--- config.mk ---
export PLATFORM = sky130hd
export DESIGN_NAME = isf_top
export DESIGN_NICKNAME = d
export VERILOG_FILES = /design/src/isf_pkg.sv /design/src/isf_fifo_if.sv /design/src/isf_fifo.sv /design/src/isf_serial_side.sv /design/src/isf_top.sv
export SDC_FILE = /design/constraint.sdc
export NUM_CORES = 1
export LEC_CHECK = 0
export ABC_AREA = 1
export BUFFER_PORTS_ARGS = -buffer_cell sky130_fd_sc_hd__buf_2
export CAP_MARGIN = 20
export CORE_UTILIZATION = 35
export DETAILED_ROUTE_END_ITERATION = 12
export GPL_TIMING_DRIVEN = 0
export HOLD_SLACK_MARGIN = 0.08
export SKIP_LAST_GASP = 1
export SYNTH_ARGS = -nofsm -noshare
export SYNTH_HDL_FRONTEND = slang
export SYNTH_SLANG_ARGS = --single-unit
export TNS_END_PERCENT = 5
--- constraint.sdc ---
create_clock -name mclk -period 7.15 [get_ports mclk]
set_clock_uncertainty 0.05 [all_clocks]
set_input_delay 0.715 -clock mclk [delete_from_list [all_inputs] [get_ports mclk]]
set_output_delay 0.715 -clock mclk [all_outputs]
set_load 0.01 [all_outputs]
--- src/isf_pkg.sv ---
// Package of the slave FIFO and status front end: register offsets,
// field positions, reset values and FIFO geometry.
// Assumes a 32-bit Avalon-MM register bus with byte addresses.
package isf_pkg;

  // FIFO geometry
  localparam int FIFO_DEPTH = 16;
  localparam int PTR_W      = 4;
  localparam int LVL_W      = 5;

  // Register byte offsets
  localparam logic [5:0] OFS_DATA     = 6'h00;
  localparam logic [5:0] OFS_OPSTAT   = 6'h04;
  localparam logic [5:0] OFS_SLVADR   = 6'h08;
  localparam logic [5:0] OFS_CTRL     = 6'h0C;
  localparam logic [5:0] OFS_FLAGS    = 6'h10;
  localparam logic [5:0] OFS_IFLSEL   = 6'h14;
  localparam logic [5:0] OFS_IRQMASK  = 6'h18;
  localparam logic [5:0] OFS_IRQRAW   = 6'h1C;
  localparam logic [5:0] OFS_IRQMSKD  = 6'h20;
  localparam logic [5:0] OFS_IRQCLR   = 6'h24;
  localparam logic [5:0] OFS_DMACTL   = 6'h28;
  localparam logic [5:0] OFS_TSTDAT   = 6'h2C;
  localparam logic [5:0] OFS_PROCSTAT = 6'h30;
  localparam logic [5:0] OFS_HOSTCTL  = 6'h34;
  localparam logic [5:0] OFS_I2CDBG   = 6'h38;
  localparam logic [5:0] OFS_SPIDBG   = 6'h3C;

  // Data register fields
  localparam int DATA_RXLVL_LSB = 27;
  localparam int DATA_TXLVL_LSB = 22;
  localparam int DATA_RECEIVE_IN_PROGRESS    = 21;
  localparam int DATA_TXEMPTY   = 20;
  localparam int DATA_RXFULL    = 19;
  localparam int DATA_TXFULL    = 18;
  localparam int DATA_RXEMPTY   = 17;
  localparam int DATA_TRANSMIT_IN_PROGRESS    = 16;
  localparam int DATA_UNDERRUN  = 9;
  localparam int DATA_OVERRUN   = 8;

  // Operation status register error bits
  localparam int OPST_UNDERRUN = 1;
  localparam int OPST_OVERRUN  = 0;

  // Control register bits
  localparam int CTL_EN   = 0;
  localparam int CTL_SPI  = 1;
  localparam int CTL_I2C  = 2;
  localparam int CTL_BRK  = 7;
  localparam int CTL_HCE  = 12;
  localparam logic [31:0] CTL_WMASK = 32'h0000_131F;
  localparam logic [31:0] CTL_RST   = 32'h0000_0000;

  // Flag register level fields
  localparam int FLAG_RXLVL_LSB = 11;
  localparam int FLAG_TXLVL_LSB = 6;

  // Interrupt status bits
  localparam int IRQ_RXBYTE = 0;
  localparam int IRQ_TXBYTE = 1;
  localparam int IRQ_OVR    = 2;
  localparam int IRQ_UND    = 3;
  localparam int IRQ_W      = 4;

  // Byte handed to the master on an underrun
  localparam logic [7:0] UNDERRUN_FILL = 8'h00;

endpackage

--- src/isf_fifo_if.sv ---
// Interface between a byte FIFO and its producer and consumer.
// Assumes one clock for all three parties.
`timescale 1ns/1ps
interface isf_fifo_if;
  import isf_pkg::*;
  logic             push;
  logic [7:0]       push_data;
  logic             pop;
  logic             flush;
  logic [7:0]       head;
  logic [LVL_W-1:0] level;
  logic             empty;
  logic             full;

  modport store (input push, push_data, pop, flush,
                 output head, level, empty, full);
  modport prod  (output push, push_data, flush,
                 input level, empty, full);
  modport cons  (output pop, input head, level, empty, full);
endinterface

--- src/isf_fifo.sv ---
// Byte FIFO, sixteen deep, first word falls through to head.
// Assumes callers never push when full or pop when empty.
`timescale 1ns/1ps
module isf_fifo
  import isf_pkg::*;
(
  input  wire logic mclk,
  input  wire logic srst,
  isf_fifo_if.store f
);
  typedef struct packed {
    logic [PTR_W-1:0] wp;
    logic [PTR_W-1:0] rp;
    logic [LVL_W-1:0] cnt;
  } isf_fifo_st_t;

  isf_fifo_st_t     s_r;
  isf_fifo_st_t     s_nxt;
  logic [7:0]       mem [FIFO_DEPTH];
  logic             do_push;
  logic             do_pop;

  // Guard both sides so a misbehaving caller cannot corrupt the count
  assign do_push = f.push && !f.full && !f.flush;
  assign do_pop  = f.pop && !f.empty && !f.flush;

  always_comb begin
    s_nxt = s_r;
    if (f.flush) begin
      s_nxt = '0;
    end else begin
      if (do_push) s_nxt.wp = s_r.wp + 1'b1;
      if (do_pop)  s_nxt.rp = s_r.rp + 1'b1;
      if (do_push && !do_pop) s_nxt.cnt = s_r.cnt + 1'b1;
      if (do_pop && !do_push) s_nxt.cnt = s_r.cnt - 1'b1;
    end
  end

  always_ff @(posedge mclk) begin
    if (srst) s_r <= '0;
    else      s_r <= s_nxt;
  end

  // Storage needs no reset; head is only meaningful while not empty
  always_ff @(posedge mclk) begin
    if (do_push) mem[s_r.wp] <= f.push_data;
  end

  assign f.head  = mem[s_r.rp];
  assign f.level = s_r.cnt;
  assign f.empty = (s_r.cnt == '0);
  assign f.full  = (s_r.cnt == LVL_W'(FIFO_DEPTH));
endmodule

--- src/isf_serial_side.sv ---
// Serial-side byte router: master writes fill the receive FIFO, master
// reads drain the transmit FIFO, or go to the host registers.
// Assumes a serial engine that presents one byte access per strobe.
`timescale 1ns/1ps
module isf_serial_side
  import isf_pkg::*;
(
  input  wire logic       mclk,
  input  wire logic       srst,
  input  wire logic       enable,
  input  wire logic       flush_all,
  input  wire logic       route_host,
  input  wire logic       ser_wr,
  input  wire logic [7:0] ser_wr_data,
  input  wire logic       ser_rd,
  input  wire logic [7:0] proc_stat,
  isf_fifo_if.prod        rxq,
  isf_fifo_if.cons        txq,
  output logic [7:0]      ser_rd_data,
  output logic            ser_rd_valid,
  output logic            host_wr,
  output logic [7:0]      host_wr_data,
  output logic            ovr_ev,
  output logic            und_ev
);
  typedef struct packed {
    logic [7:0] rdata;
    logic       rvalid;
    logic       hwr;
    logic [7:0] hdata;
    logic       ovr;
    logic       und;
  } isf_ser_st_t;

  isf_ser_st_t s_r;
  isf_ser_st_t s_nxt;

  // Every access while enabled is answered next cycle, so the bus is never held
  always_comb begin
    s_nxt        = s_r;
    s_nxt.rvalid = 1'b0;
    s_nxt.hwr    = 1'b0;
    s_nxt.ovr    = 1'b0;
    s_nxt.und    = 1'b0;
    rxq.push      = 1'b0;
    rxq.push_data = ser_wr_data;
    rxq.flush     = flush_all;
    txq.pop       = 1'b0;
    if (enable && ser_wr) begin
      if (route_host) begin
        s_nxt.hwr   = 1'b1;
        s_nxt.hdata = ser_wr_data;
      end else if (rxq.full) begin
        s_nxt.ovr = 1'b1;                    // Byte dropped
      end else begin
        rxq.push = 1'b1;
      end
    end
    if (enable && ser_rd) begin
      s_nxt.rvalid = 1'b1;
      if (route_host) begin
        s_nxt.rdata = proc_stat;
      end else if (txq.empty) begin
        s_nxt.und   = 1'b1;
        s_nxt.rdata = UNDERRUN_FILL;
      end else begin
        txq.pop     = 1'b1;
        s_nxt.rdata = txq.head;
      end
    end
  end

  always_ff @(posedge mclk) begin
    if (srst) s_r <= '0;
    else      s_r <= s_nxt;
  end

  assign ser_rd_data  = s_r.rdata;
  assign ser_rd_valid = s_r.rvalid;
  assign host_wr      = s_r.hwr;
  assign host_wr_data = s_r.hdata;
  assign ovr_ev       = s_r.ovr;
  assign und_ev       = s_r.und;
endmodule

--- src/isf_top.sv ---
// Top of the slave FIFO and status front end: Avalon-MM register slave,
// two byte FIFOs, serial-side router, error flags and interrupt.
// Assumes the serial engine runs on mclk and strobes one byte at a time.
//
// Our own choice: the Avalon-MM slave port.
`timescale 1ns/1ps
// Notes on behaviour
// - No DMA request path; the four request bits read zero, writes ignored.
// - Software write of the data byte pushes it into the transmit FIFO.
// - Software read of the data byte pops the oldest receive FIFO byte.
// - Data register shows receive level at 31:27, transmit level at 26:22.
// - Bit 21 shows receive in progress, bit 16 transmit in progress.
// - Bit 20 shows transmit FIFO empty, bit 18 transmit FIFO full.
// - Bit 17 shows receive FIFO empty, bit 19 receive FIFO full.
// - Master reading an empty transmit FIFO sets underrun, bits 9 and 1.
// - Byte arriving into a full receive FIFO sets overrun, bits 8 and 0.
// - Error flags stay until software writes zero to status bit.
// - Seven-bit slave address register, reset zero, unused in SPI mode.
// - With host access, address bit 0 picks FIFOs or host registers.
// - Control bit 12 gates master access to host registers.
// - Slave only, seven-bit addressing, never stretches the clock.
module isf_top
  import isf_pkg::*;
(
  input  wire logic        mclk,
  input  wire logic        srst,
  input  wire logic [5:0]  avs_address,
  input  wire logic        avs_read,
  input  wire logic        avs_write,
  input  wire logic [31:0] avs_writedata,
  input  wire logic [3:0]  avs_byteenable,
  output logic [31:0]      avs_readdata,
  output logic             avs_waitrequest,
  output logic             irq,
  input  wire logic        ser_wr,
  input  wire logic [7:0]  ser_wr_data,
  input  wire logic        ser_rd,
  input  wire logic        ser_frame_active,
  input  wire logic        ser_frame_read,
  output logic [7:0]       ser_rd_data,
  output logic             ser_rd_valid,
  output logic             cfg_enable,
  output logic             cfg_spi_mode,
  output logic             cfg_i2c_mode,
  output logic [6:0]       cfg_slave_addr
);

  // Expand byte enables to a bit mask
  function automatic logic [31:0] be_mask(input logic [3:0] be);
    logic [31:0] m;
    m = '0;
    for (int i = 0; i < 4; i++) begin
      m[i*8 +: 8] = {8{be[i]}};
    end
    return m;
  endfunction

  // Merge enabled write lanes into an old value under a field mask
  function automatic logic [31:0] merge(input logic [31:0] old,
                                        input logic [31:0] wd,
                                        input logic [31:0] m);
    return (old & ~m) | (wd & m);
  endfunction

  typedef struct packed {
    logic        wait_n;
    logic [31:0] rdata;
    logic [31:0] ctrl;
    logic [6:0]  slave_addr_field;
    logic [7:0]  proc_stat;
    logic [7:0]  host_ctrl;
    logic        tx_underrun_error;
    logic        rx_overrun_error;
    logic [IRQ_W-1:0] irq_stat;
    logic [IRQ_W-1:0] irq_mask;
    logic        irq;
    logic        receive_in_progress;
    logic        transmit_in_progress;
  } isf_top_st_t;

  isf_top_st_t s_r;
  isf_top_st_t s_nxt;

  isf_fifo_if  txq ();
  isf_fifo_if  rxq ();

  logic        acc;
  logic        wr_acc;
  logic        rd_acc;
  logic [31:0] wmask;
  logic [31:0] data_word;
  logic [31:0] opst_word;
  logic [31:0] flag_word;
  logic        route_host;
  logic        host_wr;
  logic [7:0]  host_wr_data;
  logic        ovr_ev;
  logic        und_ev;
  logic        tx_pop_d;
  logic        rx_push_d;
  logic        brk;

  // Transmit FIFO: software fills, serial side drains
  isf_fifo u_txq (
    .mclk (mclk),
    .srst (srst),
    .f    (txq.store)
  );

  // Receive FIFO: serial side fills, software drains
  isf_fifo u_rxq (
    .mclk (mclk),
    .srst (srst),
    .f    (rxq.store)
  );

  // Host-register routing needs the enable bit, I2C mode and address bit 0;
  // in SPI mode the address is ignored, so accesses always hit the FIFOs
  assign route_host = s_r.ctrl[CTL_HCE]
                    && s_r.ctrl[CTL_I2C]
                    && !s_r.ctrl[CTL_SPI]
                    && s_r.slave_addr_field[0];

  isf_serial_side u_ser (
    .mclk         (mclk),
    .srst         (srst),
    .enable       (s_r.ctrl[CTL_EN]),
    .flush_all    (brk),
    .route_host   (route_host),
    .ser_wr       (ser_wr),
    .ser_wr_data  (ser_wr_data),
    .ser_rd       (ser_rd),
    .proc_stat    (s_r.proc_stat),
    .rxq          (rxq.prod),
    .txq          (txq.cons),
    .ser_rd_data  (ser_rd_data),
    .ser_rd_valid (ser_rd_valid),
    .host_wr      (host_wr),
    .host_wr_data (host_wr_data),
    .ovr_ev       (ovr_ev),
    .und_ev       (und_ev)
  );

  // A request is taken once, in the cycle where waitrequest is still high;
  // the answer follows one cycle later with waitrequest low
  assign acc    = (avs_read || avs_write) && !s_r.wait_n;
  assign wr_acc = acc && avs_write;
  assign rd_acc = acc && avs_read;
  assign wmask  = be_mask(avs_byteenable);

  // Break clears both FIFOs in the cycle the control write is taken
  assign brk = wr_acc && (avs_address == OFS_CTRL)
             && avs_byteenable[0] && avs_writedata[CTL_BRK];

  // Software push into the transmit FIFO needs the low lane
  assign txq.push      = wr_acc && (avs_address == OFS_DATA)
                       && avs_byteenable[0] && !txq.full;
  assign txq.push_data = avs_writedata[7:0];
  assign txq.flush     = brk;

  // Software pop from the receive FIFO; an empty FIFO is not popped
  assign rxq.pop = rd_acc && (avs_address == OFS_DATA) && !rxq.empty;

  // Data register image: levels, busy, FIFO flags, errors and head byte
  always_comb begin
    data_word = '0;
    data_word[DATA_RXLVL_LSB +: LVL_W] = rxq.level;
    data_word[DATA_TXLVL_LSB +: LVL_W] = txq.level;
    data_word[DATA_RECEIVE_IN_PROGRESS]  = s_r.receive_in_progress;
    data_word[DATA_TRANSMIT_IN_PROGRESS]  = s_r.transmit_in_progress;
    data_word[DATA_TXEMPTY] = txq.empty;
    data_word[DATA_TXFULL]  = txq.full;
    data_word[DATA_RXEMPTY] = rxq.empty;
    data_word[DATA_RXFULL]  = rxq.full;
    data_word[DATA_UNDERRUN] = s_r.tx_underrun_error;
    data_word[DATA_OVERRUN]  = s_r.rx_overrun_error;
    if (!rxq.empty) begin
      data_word[7:0] = rxq.head;
    end
  end

  // Operation status image; the DMA request bits always read zero
  always_comb begin
    opst_word = '0;
    opst_word[OPST_UNDERRUN] = s_r.tx_underrun_error;
    opst_word[OPST_OVERRUN]  = s_r.rx_overrun_error;
  end

  // Flag register image carries the two FIFO levels
  always_comb begin
    flag_word = '0;
    flag_word[FLAG_RXLVL_LSB +: LVL_W] = rxq.level;
    flag_word[FLAG_TXLVL_LSB +: LVL_W] = txq.level;
  end

  // Byte movement seen by the interrupt logic, taken a cycle late so the
  // FIFO strobes stay short combinational paths
  always_ff @(posedge mclk) begin
    if (srst) begin
      tx_pop_d  <= 1'b0;
      rx_push_d <= 1'b0;
    end else begin
      tx_pop_d  <= txq.pop && !txq.empty;
      rx_push_d <= rxq.push && !rxq.full;
    end
  end

  // Next-state logic of the register file
  always_comb begin
    s_nxt = s_r;

    // Bus handshake: answer one cycle after the request is taken
    s_nxt.wait_n = acc;

    // Read mux; unmapped and write-only offsets read as zero
    if (rd_acc) begin
      case (avs_address)
        OFS_DATA:     s_nxt.rdata = data_word;
        OFS_OPSTAT:   s_nxt.rdata = opst_word;
        OFS_SLVADR:   s_nxt.rdata = {25'h0, s_r.slave_addr_field};
        OFS_CTRL:     s_nxt.rdata = s_r.ctrl;
        OFS_FLAGS:    s_nxt.rdata = flag_word;
        OFS_IRQMASK:  s_nxt.rdata = {28'h0, s_r.irq_mask};
        OFS_IRQRAW:   s_nxt.rdata = {28'h0, s_r.irq_stat};
        OFS_IRQMSKD:  s_nxt.rdata = {28'h0, s_r.irq_stat & s_r.irq_mask};
        OFS_PROCSTAT: s_nxt.rdata = {24'h0, s_r.proc_stat};
        OFS_HOSTCTL:  s_nxt.rdata = {24'h0, s_r.host_ctrl};
        default:      s_nxt.rdata = 32'h0000_0000;
      endcase
    end

    // Plain read/write registers
    if (wr_acc) begin
      case (avs_address)
        OFS_SLVADR: begin
          s_nxt.slave_addr_field =
            7'(merge({25'h0, s_r.slave_addr_field}, avs_writedata,
                     wmask));
        end
        OFS_CTRL: begin
          // Break is a command, not a stored bit
          s_nxt.ctrl = merge(s_r.ctrl, avs_writedata,
                             wmask & CTL_WMASK & ~(32'h1 << CTL_BRK));
        end
        OFS_IRQMASK: begin
          s_nxt.irq_mask = IRQ_W'(merge({28'h0, s_r.irq_mask},
                                        avs_writedata, wmask));
        end
        OFS_PROCSTAT: begin
          s_nxt.proc_stat = 8'(merge({24'h0, s_r.proc_stat},
                                     avs_writedata, wmask));
        end
        OFS_HOSTCTL: begin
          s_nxt.host_ctrl = 8'(merge({24'h0, s_r.host_ctrl},
                                     avs_writedata, wmask));
        end
        default: begin
          // Status and clear are handled below, data pushes above; unused offsets do nothing
        end
      endcase
    end

    // A master write routed to the host register overrides software
    if (host_wr) begin
      s_nxt.host_ctrl = host_wr_data;
    end

    // Error flags: writing zero clears, a new event in the same cycle wins
    if (wr_acc && (avs_address == OFS_OPSTAT) && avs_byteenable[0]) begin
      if (!avs_writedata[OPST_UNDERRUN]) begin
        s_nxt.tx_underrun_error = 1'b0;
      end
      if (!avs_writedata[OPST_OVERRUN]) begin
        s_nxt.rx_overrun_error = 1'b0;
      end
    end
    if (und_ev) s_nxt.tx_underrun_error = 1'b1;
    if (ovr_ev) s_nxt.rx_overrun_error  = 1'b1;

    // Interrupt status: write one to clear, events set and win
    if (wr_acc && (avs_address == OFS_IRQCLR)) begin
      s_nxt.irq_stat = s_r.irq_stat
                     & ~(avs_writedata[IRQ_W-1:0] & wmask[IRQ_W-1:0]);
    end
    s_nxt.irq_stat[IRQ_RXBYTE] = s_nxt.irq_stat[IRQ_RXBYTE] | rx_push_d;
    s_nxt.irq_stat[IRQ_TXBYTE] = s_nxt.irq_stat[IRQ_TXBYTE] | tx_pop_d;
    s_nxt.irq_stat[IRQ_OVR]    = s_nxt.irq_stat[IRQ_OVR] | ovr_ev;
    s_nxt.irq_stat[IRQ_UND]    = s_nxt.irq_stat[IRQ_UND] | und_ev;

    // Level interrupt from the next-state status and mask, then registered
    s_nxt.irq = |(s_nxt.irq_stat & s_nxt.irq_mask);

    // Busy follows the serial frame and its direction; idle clears both
    s_nxt.receive_in_progress  = ser_frame_active && !ser_frame_read;
    s_nxt.transmit_in_progress = ser_frame_active && ser_frame_read;
  end

  // Register the whole state; waitrequest rests high after reset
  always_ff @(posedge mclk) begin
    if (srst) begin
      s_r        <= '0;
      s_r.ctrl   <= CTL_RST;
    end else begin
      s_r <= s_nxt;
    end
  end

  // Outputs come straight from the state flops
  assign avs_readdata    = s_r.rdata;
  assign avs_waitrequest = !s_r.wait_n;
  assign irq             = s_r.irq;
  assign cfg_enable      = s_r.ctrl[CTL_EN];
  assign cfg_spi_mode    = s_r.ctrl[CTL_SPI];
  assign cfg_i2c_mode    = s_r.ctrl[CTL_I2C];
  assign cfg_slave_addr  = s_r.slave_addr_field;
endmodule

Word-level counts from Yosys, hierarchy flattened

Memory sizes are Yosys's and may differ from the RTL's. A register that Yosys moved wholly into a read port is not among the register bits.
Cells that the tools add are included.

Bits in registers: 149
Bits in writable memories: 256
Bits of input ports: 58
Output and inout port bits: 53
Word-level logic and storage cells: 180
Memories kept: 2

Add/subtract/negate cells: 8
Equality and inequality tests: 14
Muxes and demuxes: 37
Bitwise operators: 25
Reductions and logical operators: 67

Memory list:

| name      | words | width | read ports | clocked after memory_dff | wr ports | RTL line       | source |
|---|---|---|---|---|---|---|---|
| u_rxq.mem | 16    | 8     | 1          | 1                        | 1        | isf_fifo.sv:19 | `logic [7:0] mem [FIFO_DEPTH];` |
| u_txq.mem | 16    | 8     | 1          | 1                        | 1        | isf_fifo.sv:19 |  |

Operators with widths:

| kind                                             | count |
|---|---|
| case mux 32 bit (10 select lines)                | 1 |
| 2-to-1 mux 8 bit                                 | 6 |
| logical AND 1 bit                                | 33 |
| bitwise AND 32 x 13 -> 32 bit                    | 1 |
| bitwise AND 32 bit                               | 1 |
| inverter 13 -> 32 bit                            | 1 |
| bitwise OR 32 bit                                | 1 |
| 2-to-1 mux 4 bit                                 | 7 |
| bitwise AND 8 bit                                | 3 |
| == test 6 bit, second input constant             | 4 |
| bitwise AND 4 bit                                | 5 |
| 2-to-1 mux 5 bit                                 | 4 |
| == test 6 x 5 -> 1 bit, second input constant    | 3 |
| 2-to-1 mux 1 bit                                 | 17 |
| adder 4 x 1 -> 4 bit, second input constant      | 4 |
| bitwise OR 8 bit                                 | 2 |
| AND reduction 2 bit                              | 7 |
| == test 6 x 4 -> 1 bit, second input constant    | 2 |
| logical NOT 1 bit                                | 12 |
| nonzero test 2 bit                               | 6 |
| adder 5 x 1 -> 5 bit, second input constant      | 2 |
| == test 5 bit, second input constant             | 2 |
| logical NOT 5 bit                                | 2 |
| subtractor 5 x 1 -> 5 bit, second input constant | 2 |
| other kinds (16)                                 | 23 |

Longest topological paths before layout

Gate-level depths: netlist (run 1).

Depth after elaboration: 12
Mapped depth: 20
Gate-level depth less buffers: 19

By module

A second synthesis (run 1) with hierarchy kept.

Cell total of the unflattened synthesis: 1,673
Area, all modules: 17,115.2 µm²

By module, submodules not included:

| module            | instances | cells an instance | area each (µm²) | seq. area each (µm²) |
|---|---|---|---|---|
| isf_fifo at u_txq | 1         | 487               | 6,127.1         | 4,184.0 |
| isf_fifo at u_rxq | 1         | 484               | 6,109.6         | 4,184.0 |
| isf_top           | 1         | 574               | 3,957.5         | 1,581.5 |
| isf_serial_side   | 1         | 128               | 920.9           | 400.4 |

Least setup slack after synthesis (run 1)

No wires, ideal clock.

Path type: input-to-reg
From: input port avs_address[1]
To: register u_txq.s_r, in the netlist u_txq.f.level[4]
Library setup time: 0.109 ns
Data arrival time: 2.548 ns
Data required time: 6.991 ns
Path slack: 4.443 ns
Stages on the path: 18
Path buffers: 1
Path through: nor2_4 nand2_1 nor2_8 nand2_4 nor2_8 nor2_8 ha_1 clkbuf_1 xor2_1 ha_1 inv_1 nand2_1 nand2_1 nand2_1 nand2_1 nand3_1 nand2_1 inv_1

Cells in the longest elaborated chain, start to end: 9
Elaborated cells on any way between the ends: 19
Those cells by class: 1 x eq/ne; 1 x mux; 17 x reduce/logical

RTL lines:

| element                          | RTL line       | source |
|---|---|---|
| start: declaration               | isf_top.sv:27  | `input wire logic [5:0] avs_address,` |
| == test 6 x 4 -> 1 bit *         | isf_top.sv:152 | `assign brk = wr_acc && (avs_address == OFS_CTRL)` |
| logical AND 1 bit *              | isf_top.sv:152 |  |
| logical AND 1 bit * (2 in a row) | isf_top.sv:153 | `&& avs_byteenable[0] && avs_writedata[CTL_BRK];` |
| logical NOT 1 bit *              | isf_fifo.sv:25 | `assign do_pop = f.pop && !f.empty && !f.flush;` |
| logical AND 1 bit *              | isf_fifo.sv:25 |  |
| named net u_txq.do_pop           | isf_fifo.sv:21 | `logic do_pop;` |
| logical NOT 1 bit                | isf_fifo.sv:34 | `if (do_push && !do_pop) s_nxt.cnt = s_r.cnt + 1'b1;` |
| logical AND 1 bit                | isf_fifo.sv:34 |  |
| nonzero test 2 bit (no line)     | n/a            |  |
| end signal: assignment           | isf_fifo.sv:41 | `else s_r <= s_nxt;` |
| end: declaration                 | isf_fifo.sv:17 | `isf_fifo_st_t s_r;` |

Mark *: on every way through the listed nets, which the timed path passes. The rest lies on a longest branch.
A chain may end at the register's enable or synchronous reset.

==> impl_metrics.json, run 1 <==
{
  "cts_setup_buffers": 0,
  "rows": 79,
  "cts_max_level": 2,
  "overflow": 0,
  "path_cells": "nand2_1 > clkinv_1 > nand3_2 > nor2_4 > inv_2 > ha_1 > nand2_1 > inv_1 > nor2_1 > nand4_1 > nand3_1 > nand2_1 > inv_1 > o21ai_1 > nand2_1 > inv_1",
  "yosysWarnings": 0,
  "cts_resized": 0,
  "grt_pass1_vias": 12130,
  "max-cap-violations": 0,
  "dr.pass1.iters": 11,
  "slew_headroom_pct": 35.51,
  "post-route-min-period_ns": 2.831,
  "avgSynthCellArea_um2": 9.991,
  "grt_max_degree": 21,
  "rsz0062_at_grt": "no",
  "timing.final.crit_share_pct": 39.59,
  "syn_inst": 1662,
  "worst_path_largest_cell_delay_ns": 0.45,
  "synthesis.area_um2": 16600,
  "coreArea_um2": 46650,
  "gp_congestion": 0.8926,
  "grt_first_pass_wirelength_um": 71660,
  "ctsHoldBuffers": 0,
  "ios": 111,
  "synth-xor-area-share_pct": 0.4747,
  "slew_viol_final": 0,
  "ys_async_sr_fraction_pct": 0,
  "status": "finished with violations",
  "antenna_cells": 0,
  "cp_slowest_cell": "dfxtp_1",
  "netlist.area_leader.share_pct": 46.30,
  "setup_viol_count_final": 0,
  "irDropWorstVdd_uv": 172.4,
  "initial_core_util_pct": 35.59,
  "viasPerCell": 5.075,
  "synth_flop_cell": "edfxtp_1",
  "cts_tree": "done",
  "ys_seq_area_share_pct": 62.33,
  "die-height_um": 219.8,
  "drive_above_1_share_pct": 14.30,
  "numCtsBuffers": 42,
  "placed_cell_area_um2": 17790,
  "min_path_type": "input pin to register",
  "area_growth_pct": 15.34,
  "worstMarginPinSlew_ns": 0.9637,
  "dpl.hpwl_um": 32920,
  "crit_arrival_ns": 3.24,
  "synth_fp_nets": 1734,
  "nFillCells": 4547,
  "synth_mux_area_share_pct": 0,
  "fp.dieArea_um2": 48320,
  "clkLatencyLatePin_ns": 0.57,
  "design_area_um2": 19150,
  "max_freq_mhz": 353.3,
  "drt_wl_total_um": 46190,
  "end_kind": "register",
  "drc": 4,
  "clkTransAtPathRegs_ns": 0.06,
  "track_usage_pct": 19.58,
  "ys_seq_elements": 389,
  "synth_compound_area_share_pct": 12.96,
  "startpoint_type": "register",
  "violations": "DRC",
  "synth_top_area_cell": "edfxtp_1",
  "cts_buffer_depth": 3,
  "hold_violations": 0,
  "ys_top_cells_by_area": "edfxtp_1 46%, dfxtp_1 16%, nand2_1 6.0%",
  "ys_types": 43,
  "synth-edff-count": 256,
  "die_w_um": 219.8,
  "leakagePower_nw": 7.196,
  "cp.required_ns": 7.56,
  "layout_common_cells": "265 x nand2_1, 256 x edfxtp_1, 167 x nor2_1, 153 x inv_1, 144 x o21ai_0",
  "antenna_found_initial": 1,
  "powerDensity_nw_per_um2": 241.2,
  "io_buffers": 86,
  "worst-path-max-fanout": 10,
  "routedWlPerCell_um": 18.99,
  "critPathMostFrequentCell": "nand2_1",
  "synth_fa_ha_area_share_pct": 1.055,
  "synth_top_family_by_area": "simple AND/OR/NAND/NOR gates",
  "synth_simple_gate_area_share_pct": 15.67,
  "tns_ns": 0,
  "num_vias": 12340,
  "ctsRootBufferMaster": "clkbuf_16",
  "mostFrequentLayoutCell": "nand2_1",
  "finalNetCount": 1864,
  "ant_nets": 0,
  "clock_sinks": 389,
  "crit_type": "register to register",
  "detail_route.iter0.violations": 980
}
[cell type report]
class	instances	area, µm²	share of cell area [%]
Clock inverter	16	143.9	0.7513
Timing Repair Buffer	86	430.4	2.247
Sequential cell	389	10350	54.04
Multi-Input combinational cell	993	5009	26.15
Tap cell	607	759.5	3.966
Buffer	111	605.6	3.162
Inverter	169	640.6	3.345
Clock buffer	61	1214	6.337
[layer usage]
metal,up-vias,GRT usage (%),routed length (µm)
met5,-,0,10
met4,2,6.069,1232
met3,79,2.830,2682
met2,386,30.78,20780
met1,5937,27.78,21480
li1,5939,-,-
[synth_stat cells, drive strengths merged, types with 4 or more instances]
cell type,instances
o21ai,159
edfxtp,256
ha,14
o22ai,19
a21oi,127
nor3,8
nand3,108
inv,165
a22oi,9
nand2,272
nor2,187
buf,68
clkinv,4
o211ai,38
clkbuf,43
xor2,7
a31oi,6
o221ai,15
dfxtp,133
o21a,5
nand4,9
[power by group]
| part | switching, mW | leakage [nW] | internal (mW) |
|---|---|---|---|
| registers | 0.00152 | 3.37 | 2.39 |
| clock network | 0.905 | 0.672 | 1.22 |
| logic | 0.0781 | 3.15 | 0.0175 |
| total | 0.984 | 7.20 | 3.64 |
[cells by family after synthesis]
kind of cell,after synthesis
compound gates,383
fa+ha+maj,14
xor+xnor,9
buf+inv,280
flops,389
simple gates,587
[worst max-delay path: cells and delay by family, from the launching register on]
| kind | cells | cell delay, ns |
|---|---|---|
| compound gates | 1 | 0.05 |
| fa+ha+maj | 1 | 0.29 |
| buf+inv | 5 | 0.49 |
| flops | 1 | 0.45 |
| simple gates | 9 | 1.40 |
[path summary, 6_finish.rpt]
kind                             from                            end  slack, ns  cells past startpoint
max                          register  u_rxq.f.level[3]$_SDFFE_PP0P_       4.32                     16
min reg2reg  data_word[21]$_SDFF_PP0_  avs_readdata[21]$_SDFFE_PP0N_       0.39                      2
min                    ser_frame_read       data_word[21]$_SDFF_PP0_       0.28                      2
max reg2reg                  register  u_rxq.f.level[3]$_SDFFE_PP0P_       4.32                     16
[through the flow]
stage	power [mW]	util [%]	cells	setup slack [ns]	hold WS (ns)
3_3_place_gp	2.537	38.14	2355	3.957	0.3813
6_report	4.620	41.05	2432	4.319	0.2755
2_1_floorplan	2.479	-	1662	4.443	0.3755
4_1_cts	4.648	41.05	2432	4.373	0.2449
5_1_grt	4.736	41.05	2432	4.120	0.2665
3_5_place_dp	2.538	38.14	2355	3.975	0.3943
(Power assumes the default switching activity.)
==> run 2: changes to the inputs <==
clock period = 2.8 ns   (was 7.15 ns; I/O delays follow)
==> run 2 against run 1 <==
  * The flow still finishes with violations (DRC)
  * Die area is the same
  * Total power grew to 2.6 times the previous value
  * First-iteration DRC count grew 9.1%
==> impl_metrics.json, run 2 (synthesis results as in run 1) <==
{
  "startpoint_type": "input pin",
  "dpl.hpwl_um": 32920,
  "cp.required_ns": 3.20,
  "path_buf_inv": 6,
  "setup_slack_ns": 0.1533,
  "dr.pass1.iters": 10,
  "post-route-min-period_ns": 2.647,
  "cts_buffer_depth": 3,
  "clock_sinks": 389,
  "setup_viol_count_final": 0,
  "final-instance-count-excl-fill": 2452,
  "antenna_cells": 0,
  "io_buffers": 86,
  "ctsRootBufferMaster": "clkbuf_16",
  "grt_max_degree": 21,
  "detail_route.iter0.violations": 1069,
  "clkTransAtPathRegs_ns": 0.06,
  "track_usage_pct": 19.71,
  "die_w_um": 219.8,
  "drt_wl_total_um": 46630,
  "antenna_found_initial": 1,
  "placed_cell_area_um2": 17790,
  "grt_pass1_vias": 12200,
  "finalCoreUtilization_pct": 41.50,
  "dp_slack_ns": 0.03698,
  "crit_family": "simple AND/OR/NAND/NOR gates",
  "status": "finished with violations",
  "ant_nets": 0,
  "critPathMostFrequentCell": "inv_1",
  "max_freq_mhz": 377.8,
  "powerDensity_nw_per_um2": 610.1,
  "min_path_type": "input pin to register",
  "leakagePower_nw": 7.291,
  "timing.final.crit_share_pct": 94.52,
  "multi_input_area_um2": 5019,
  "rsz0062_at_grt": "yes",
  "num_vias": 12520,
  "slew_headroom_pct": 34.22,
  "worst-path-max-fanout": 7,
  "seq_area_um2": 10350,
  "violations": "DRC",
  "hold_violations": 0,
  "slew_viol_final": 0,
  "irDropWorstVdd_uv": 437.6,
  "dpl.cell_count": 2355,
  "numCtsBuffers": 42,
  "coreArea_um2": 46650,
  "ios": 111,
  "drive_above_1_share_pct": 14.63,
  "path_cells": "dlygate4sd3_1 > buf_2 > inv_1 > nor3_2 > nand2_4 > nor2_8 > nor2_4 > inv_2 > ha_1 > xor2_1 > ha_1 > inv_1 > nand2_2 > nand3_2 > nand3_1 > nand3_1 > nand2_1 > inv_1",
  "routedWlPerCell_um": 19.02,
  "worst_path_largest_cell_delay_ns": 0.53,
  "finalNetCount": 1884,
  "crit_type": "input pin to register",
  "die-height_um": 219.8,
  "layout_common_cells": "265 x nand2_1, 256 x edfxtp_1, 166 x nor2_1, 153 x inv_1, 144 x o21ai_0",
  "drc": 4,
  "cp_slowest_cell": "dlygate4sd3_1",
  "cts_tree": "done",
  "clkLatencyLatePin_ns": 0.57,
  "nFillCells": 4542,
  "initial_core_util_pct": 35.59,
  "gp_congestion": 0.8926,
  "worstMarginPinSlew_ns": 0.9831,
  "end_kind": "register",
  "max-cap-violations": 0,
  "crit_arrival_ns": 3.05,
  "viasPerCell": 5.106,
  "mostFrequentLayoutCell": "nand2_1",
  "grt_first_pass_wirelength_um": 72100,
  "fp.dieArea_um2": 48320,
  "rows": 79,
  "cts_max_level": 2,
  "overflow": 0,
  "design_area_um2": 19360,
  "area_growth_pct": 16.61,
  "hold_slack_ns": 0.1098
}
[run 2: area by class of cell]
type	instances	area share, %
Clock buffer	61	6.268
Clock inverter	16	0.7431
Multi-Input combinational cell	993	25.92
Inverter	169	3.328
Tap cell	607	3.922
Timing Repair Buffer	107	3.244
Buffer	110	3.108
Sequential cell	389	53.47
[run 2: worst register-to-register path, delay by kind of cell, from the launching register on]
family,cells,cell delay (ns)
simple gates,9,1.05
fa+ha+maj,2,0.48
flops,1,0.46
buf+inv,4,0.28
xor+xnor,1,0.19
[run 2: metal layers]
metal  GRT usage [%]  wire length (µm)  share of wire, %  up-vias
met5               0                10             0.021        -
met4           6.069              1287               2.8        2
met3           2.816              2921               6.3       81
met2           31.17             21030                45      443
met1           27.81             21380                46     6014
li1                -                 -                 -     5980
[run 2: report_power, final]
part           leakage, nW  total (mW)  internal, mW  switching (mW)
clock                0.672        5.44          3.13            2.31
sequential            3.37        6.11          6.11         0.00392
combinational         3.25       0.261        0.0580           0.203
[run 2: path summary, 6_finish.rpt]
kind         slack, ns                     startpoint                            end  depth (start not counted)
max               0.15                      avs_write  u_rxq.f.level[4]$_SDFFE_PP0P_                         18
min               0.11               avs_writedata[7]      u_txq.mem[5][7]$_DFFE_PP_                          1
min reg2reg       0.39       data_word[21]$_SDFF_PP0_  avs_readdata[21]$_SDFFE_PP0N_                          2
max reg2reg       0.19  u_rxq.f.level[1]$_SDFFE_PP0P_  u_rxq.f.level[4]$_SDFFE_PP0P_                         16
[run 2: stage by stage]
step	power (mW)	TNS [ns]
final	11.81	0
after global routing	12.11	-0.007597
after CTS	11.88	0
after detailed placement	6.481	0
after global placement	6.478	0
after floorplan	6.329	0
[run 2: timing repair]
action | in CTS | in global routing
setup buffers | 0 | 5
endpoints found under the setup margin | 0 | 21
hold buffers | 16 | 0
resized for setup | 0 | 5
hold endpoints to repair | 24 | 0
==> run 3: changes to the inputs <==
CORE_UTILIZATION = 60   (was 35)
PLACE_DENSITY = 0.79   (was not set)
==> run 3 against run 2 <==
  * The flow now finishes without violations
  * Final cell count fell by 11%
  * Die area down 41%
  * Sequential cell count is the same
  * Global-route usage grew 12 points
  * Routed wire length down 3.8%
  * Highest routed layer is now met4
  * Sequential power about the same
  * Maximum frequency hardly changed
  * Non-clock buffer count fell by 9
  * Total power fell by 0.72%
  * Clock power fell by 1%
==> impl_metrics.json, run 3 (synthesis results as in run 1) <==
{
  "status": "finished, final reports clean",
  "viasPerCell": 5.922,
  "antenna_cells": 0,
  "num_vias": 12860,
  "clkLatencyLatePin_ns": 0.53,
  "initial_core_util_pct": 61.44,
  "timing.final.crit_share_pct": 94.53,
  "clkTransAtPathRegs_ns": 0.06,
  "overflow": 0,
  "finalCoreUtilization_pct": 69.90,
  "setup_slack_ns": 0.1531,
  "leakagePower_nw": 7.230,
  "fp.dieArea_um2": 28340,
  "total_power_mw": 11.73,
  "die-height_um": 168.4,
  "multi_input_area_um2": 5014,
  "min_path_type": "input pin to register",
  "cts_max_level": 2,
  "grt_first_pass_wirelength_um": 67300,
  "ctsRootBufferMaster": "clkbuf_16",
  "antenna_found_initial": 0,
  "end_kind": "register",
  "cts_buffer_depth": 3,
  "mostFrequentLayoutCell": "nand2_1",
  "seq_area_um2": 10350,
  "drt_wl_total_um": 44860,
  "grt_pass1_vias": 12410,
  "r2r_slack_ns": 0.15,
  "worstMarginPinSlew_ns": 0.9730,
  "hold_violations": 0,
  "rr_endpoint": "u_rxq.f.level[2]$_SDFFE_PP0P_",
  "post-route-min-period_ns": 2.647,
  "slew_headroom_pct": 34.90,
  "setup_viol_count_final": 0,
  "slew_viol_final": 0,
  "die_w_um": 168.4,
  "rsz0062_at_grt": "yes",
  "detail_route.iter0.violations": 1432,
  "worst-path-max-fanout": 10,
  "finalNetCount": 1872,
  "layout_common_cells": "265 x nand2_1, 256 x edfxtp_1, 166 x nor2_1, 153 x inv_1, 144 x o21ai_0",
  "io_buffers": 86,
  "gp_congestion": 0.9650,
  "grt_max_degree": 21,
  "irDropWorstVdd_uv": 539.0,
  "cts_tree": "done",
  "ant_nets": 0,
  "ios": 111,
  "coreArea_um2": 27030,
  "hold_slack_ns": 0.1036,
  "dp_slack_ns": 0.05501,
  "drive_above_1_share_pct": 14.26,
  "dr.pass1.iters": 6,
  "rows": 60,
  "worst_path_largest_cell_delay_ns": 0.46,
  "nFillCells": 1958,
  "max-cap-violations": 0,
  "dpl.hpwl_um": 30660,
  "powerDensity_nw_per_um2": 620.8,
  "max_freq_mhz": 377.8,
  "numCtsBuffers": 39,
  "cp_slowest_cell": "dfxtp_1",
  "drc": 0,
  "area_growth_pct": 13.77,
  "crit_arrival_ns": 3.01,
  "cp.required_ns": 3.16,
  "path_cells": "nand2_1 > clkinv_1 > nand3_2 > nor2_4 > inv_2 > ha_1 > xor2_1 > ha_1 > inv_1 > nand2_2 > xor2_1 > o21ai_1 > inv_1",
  "reg2regPathDepth": 13,
  "startpoint_type": "register",
  "crit_type": "register to register",
  "critical_path.endpoint": "u_rxq.f.level[2]$_SDFFE_PP0P_",
  "routedWlPerCell_um": 20.66,
  "clock_sinks": 389,
  "track_usage_pct": 31.57
}
run 3: cell count changes in the layout (fill, tap and decap cells not counted), moves of 3 or more:
cell,change
bufinv_16,+4
clkbuf_1,+3
clkbuf_8,-6
dlygate4sd3_1,-7
run 3: cell type report:
class	instances	share of cell area [%]
flip-flops and latches	389	54.80
repair buffers	98	2.875
clock buffers	56	5.888
clock inverters	15	1.060
plain buffers	110	3.186
inverters	169	3.391
well taps	341	2.259
multi-input cells	993	26.54
run 3: worst min-delay path by stage:
stage / start / endpoint / depth (start not counted)
2_1_floorplan: ser_frame_read / data_word[21]$_SDFF_PP0_ / 1
3_3_place_gp: data_word[16]$_SDFF_PP0_ / avs_readdata[16]$_SDFFE_PP0N_ / 2
3_5_place_dp: data_word[16]$_SDFF_PP0_ / avs_readdata[16]$_SDFFE_PP0N_ / 2
4_1_cts: avs_byteenable[0] / register / 3
5_1_grt: avs_writedata[5] / u_txq.mem[15][5]$_DFFE_PP_ / 1
6_report: avs_byteenable[0] / register / 3
run 3: critical path: cells and delay by family (launching register included):
kind | cells | cell delay (ns)
DFF | 1 | 0.46
and+or+nand+nor | 4 | 0.66
AOI/OAI and AO/OA | 1 | 0.15
buffers and inverters | 4 | 0.40
xor gates and xnor gates | 2 | 0.33
adders and majority gates | 2 | 0.46
run 3: report_power, final:
part           total (mW)  leakage [nW]  switching, mW  internal [mW]
Clock                5.36         0.651           2.13           3.23
Sequential           6.11          3.37        0.00399           6.11
Combinational       0.252          3.21          0.199         0.0534
Total                11.7          7.23           2.34           9.39
run 3: layer usage:
| layer | part of all wire [%] | up-vias | global-route usage, % |
|---|---|---|---|
| li1 | - | 5945 | - |
| met1 | 39 | 6049 | 40.96 |
| met2 | 47 | 711 | 51.11 |
| met3 | 8.7 | 152 | 5.242 |
| met4 | 5.0 | 0 | 17.04 |
| met5 | 0 | - | 0 |
run 3: repair_timing:
| action | CTS | global route |
|---|---|---|
| hold buffers | 9 | 0 |
| endpoints found under the hold margin | 7 | 0 |
| endpoints found under the setup margin | 0 | 6 |
| gates resized for setup | 0 | 4 |
| setup buffers | 0 | 3 |
run 3: metrics by stage:
stage	instances	TNS, ns	cell area, µm²
floorplan	1662	0	16600
global placement	2089	0	17460
detailed placement	2089	0	17460
CTS	2169	0	18860
global route	2171	-0.02449	18890
finish	2171	0	18890
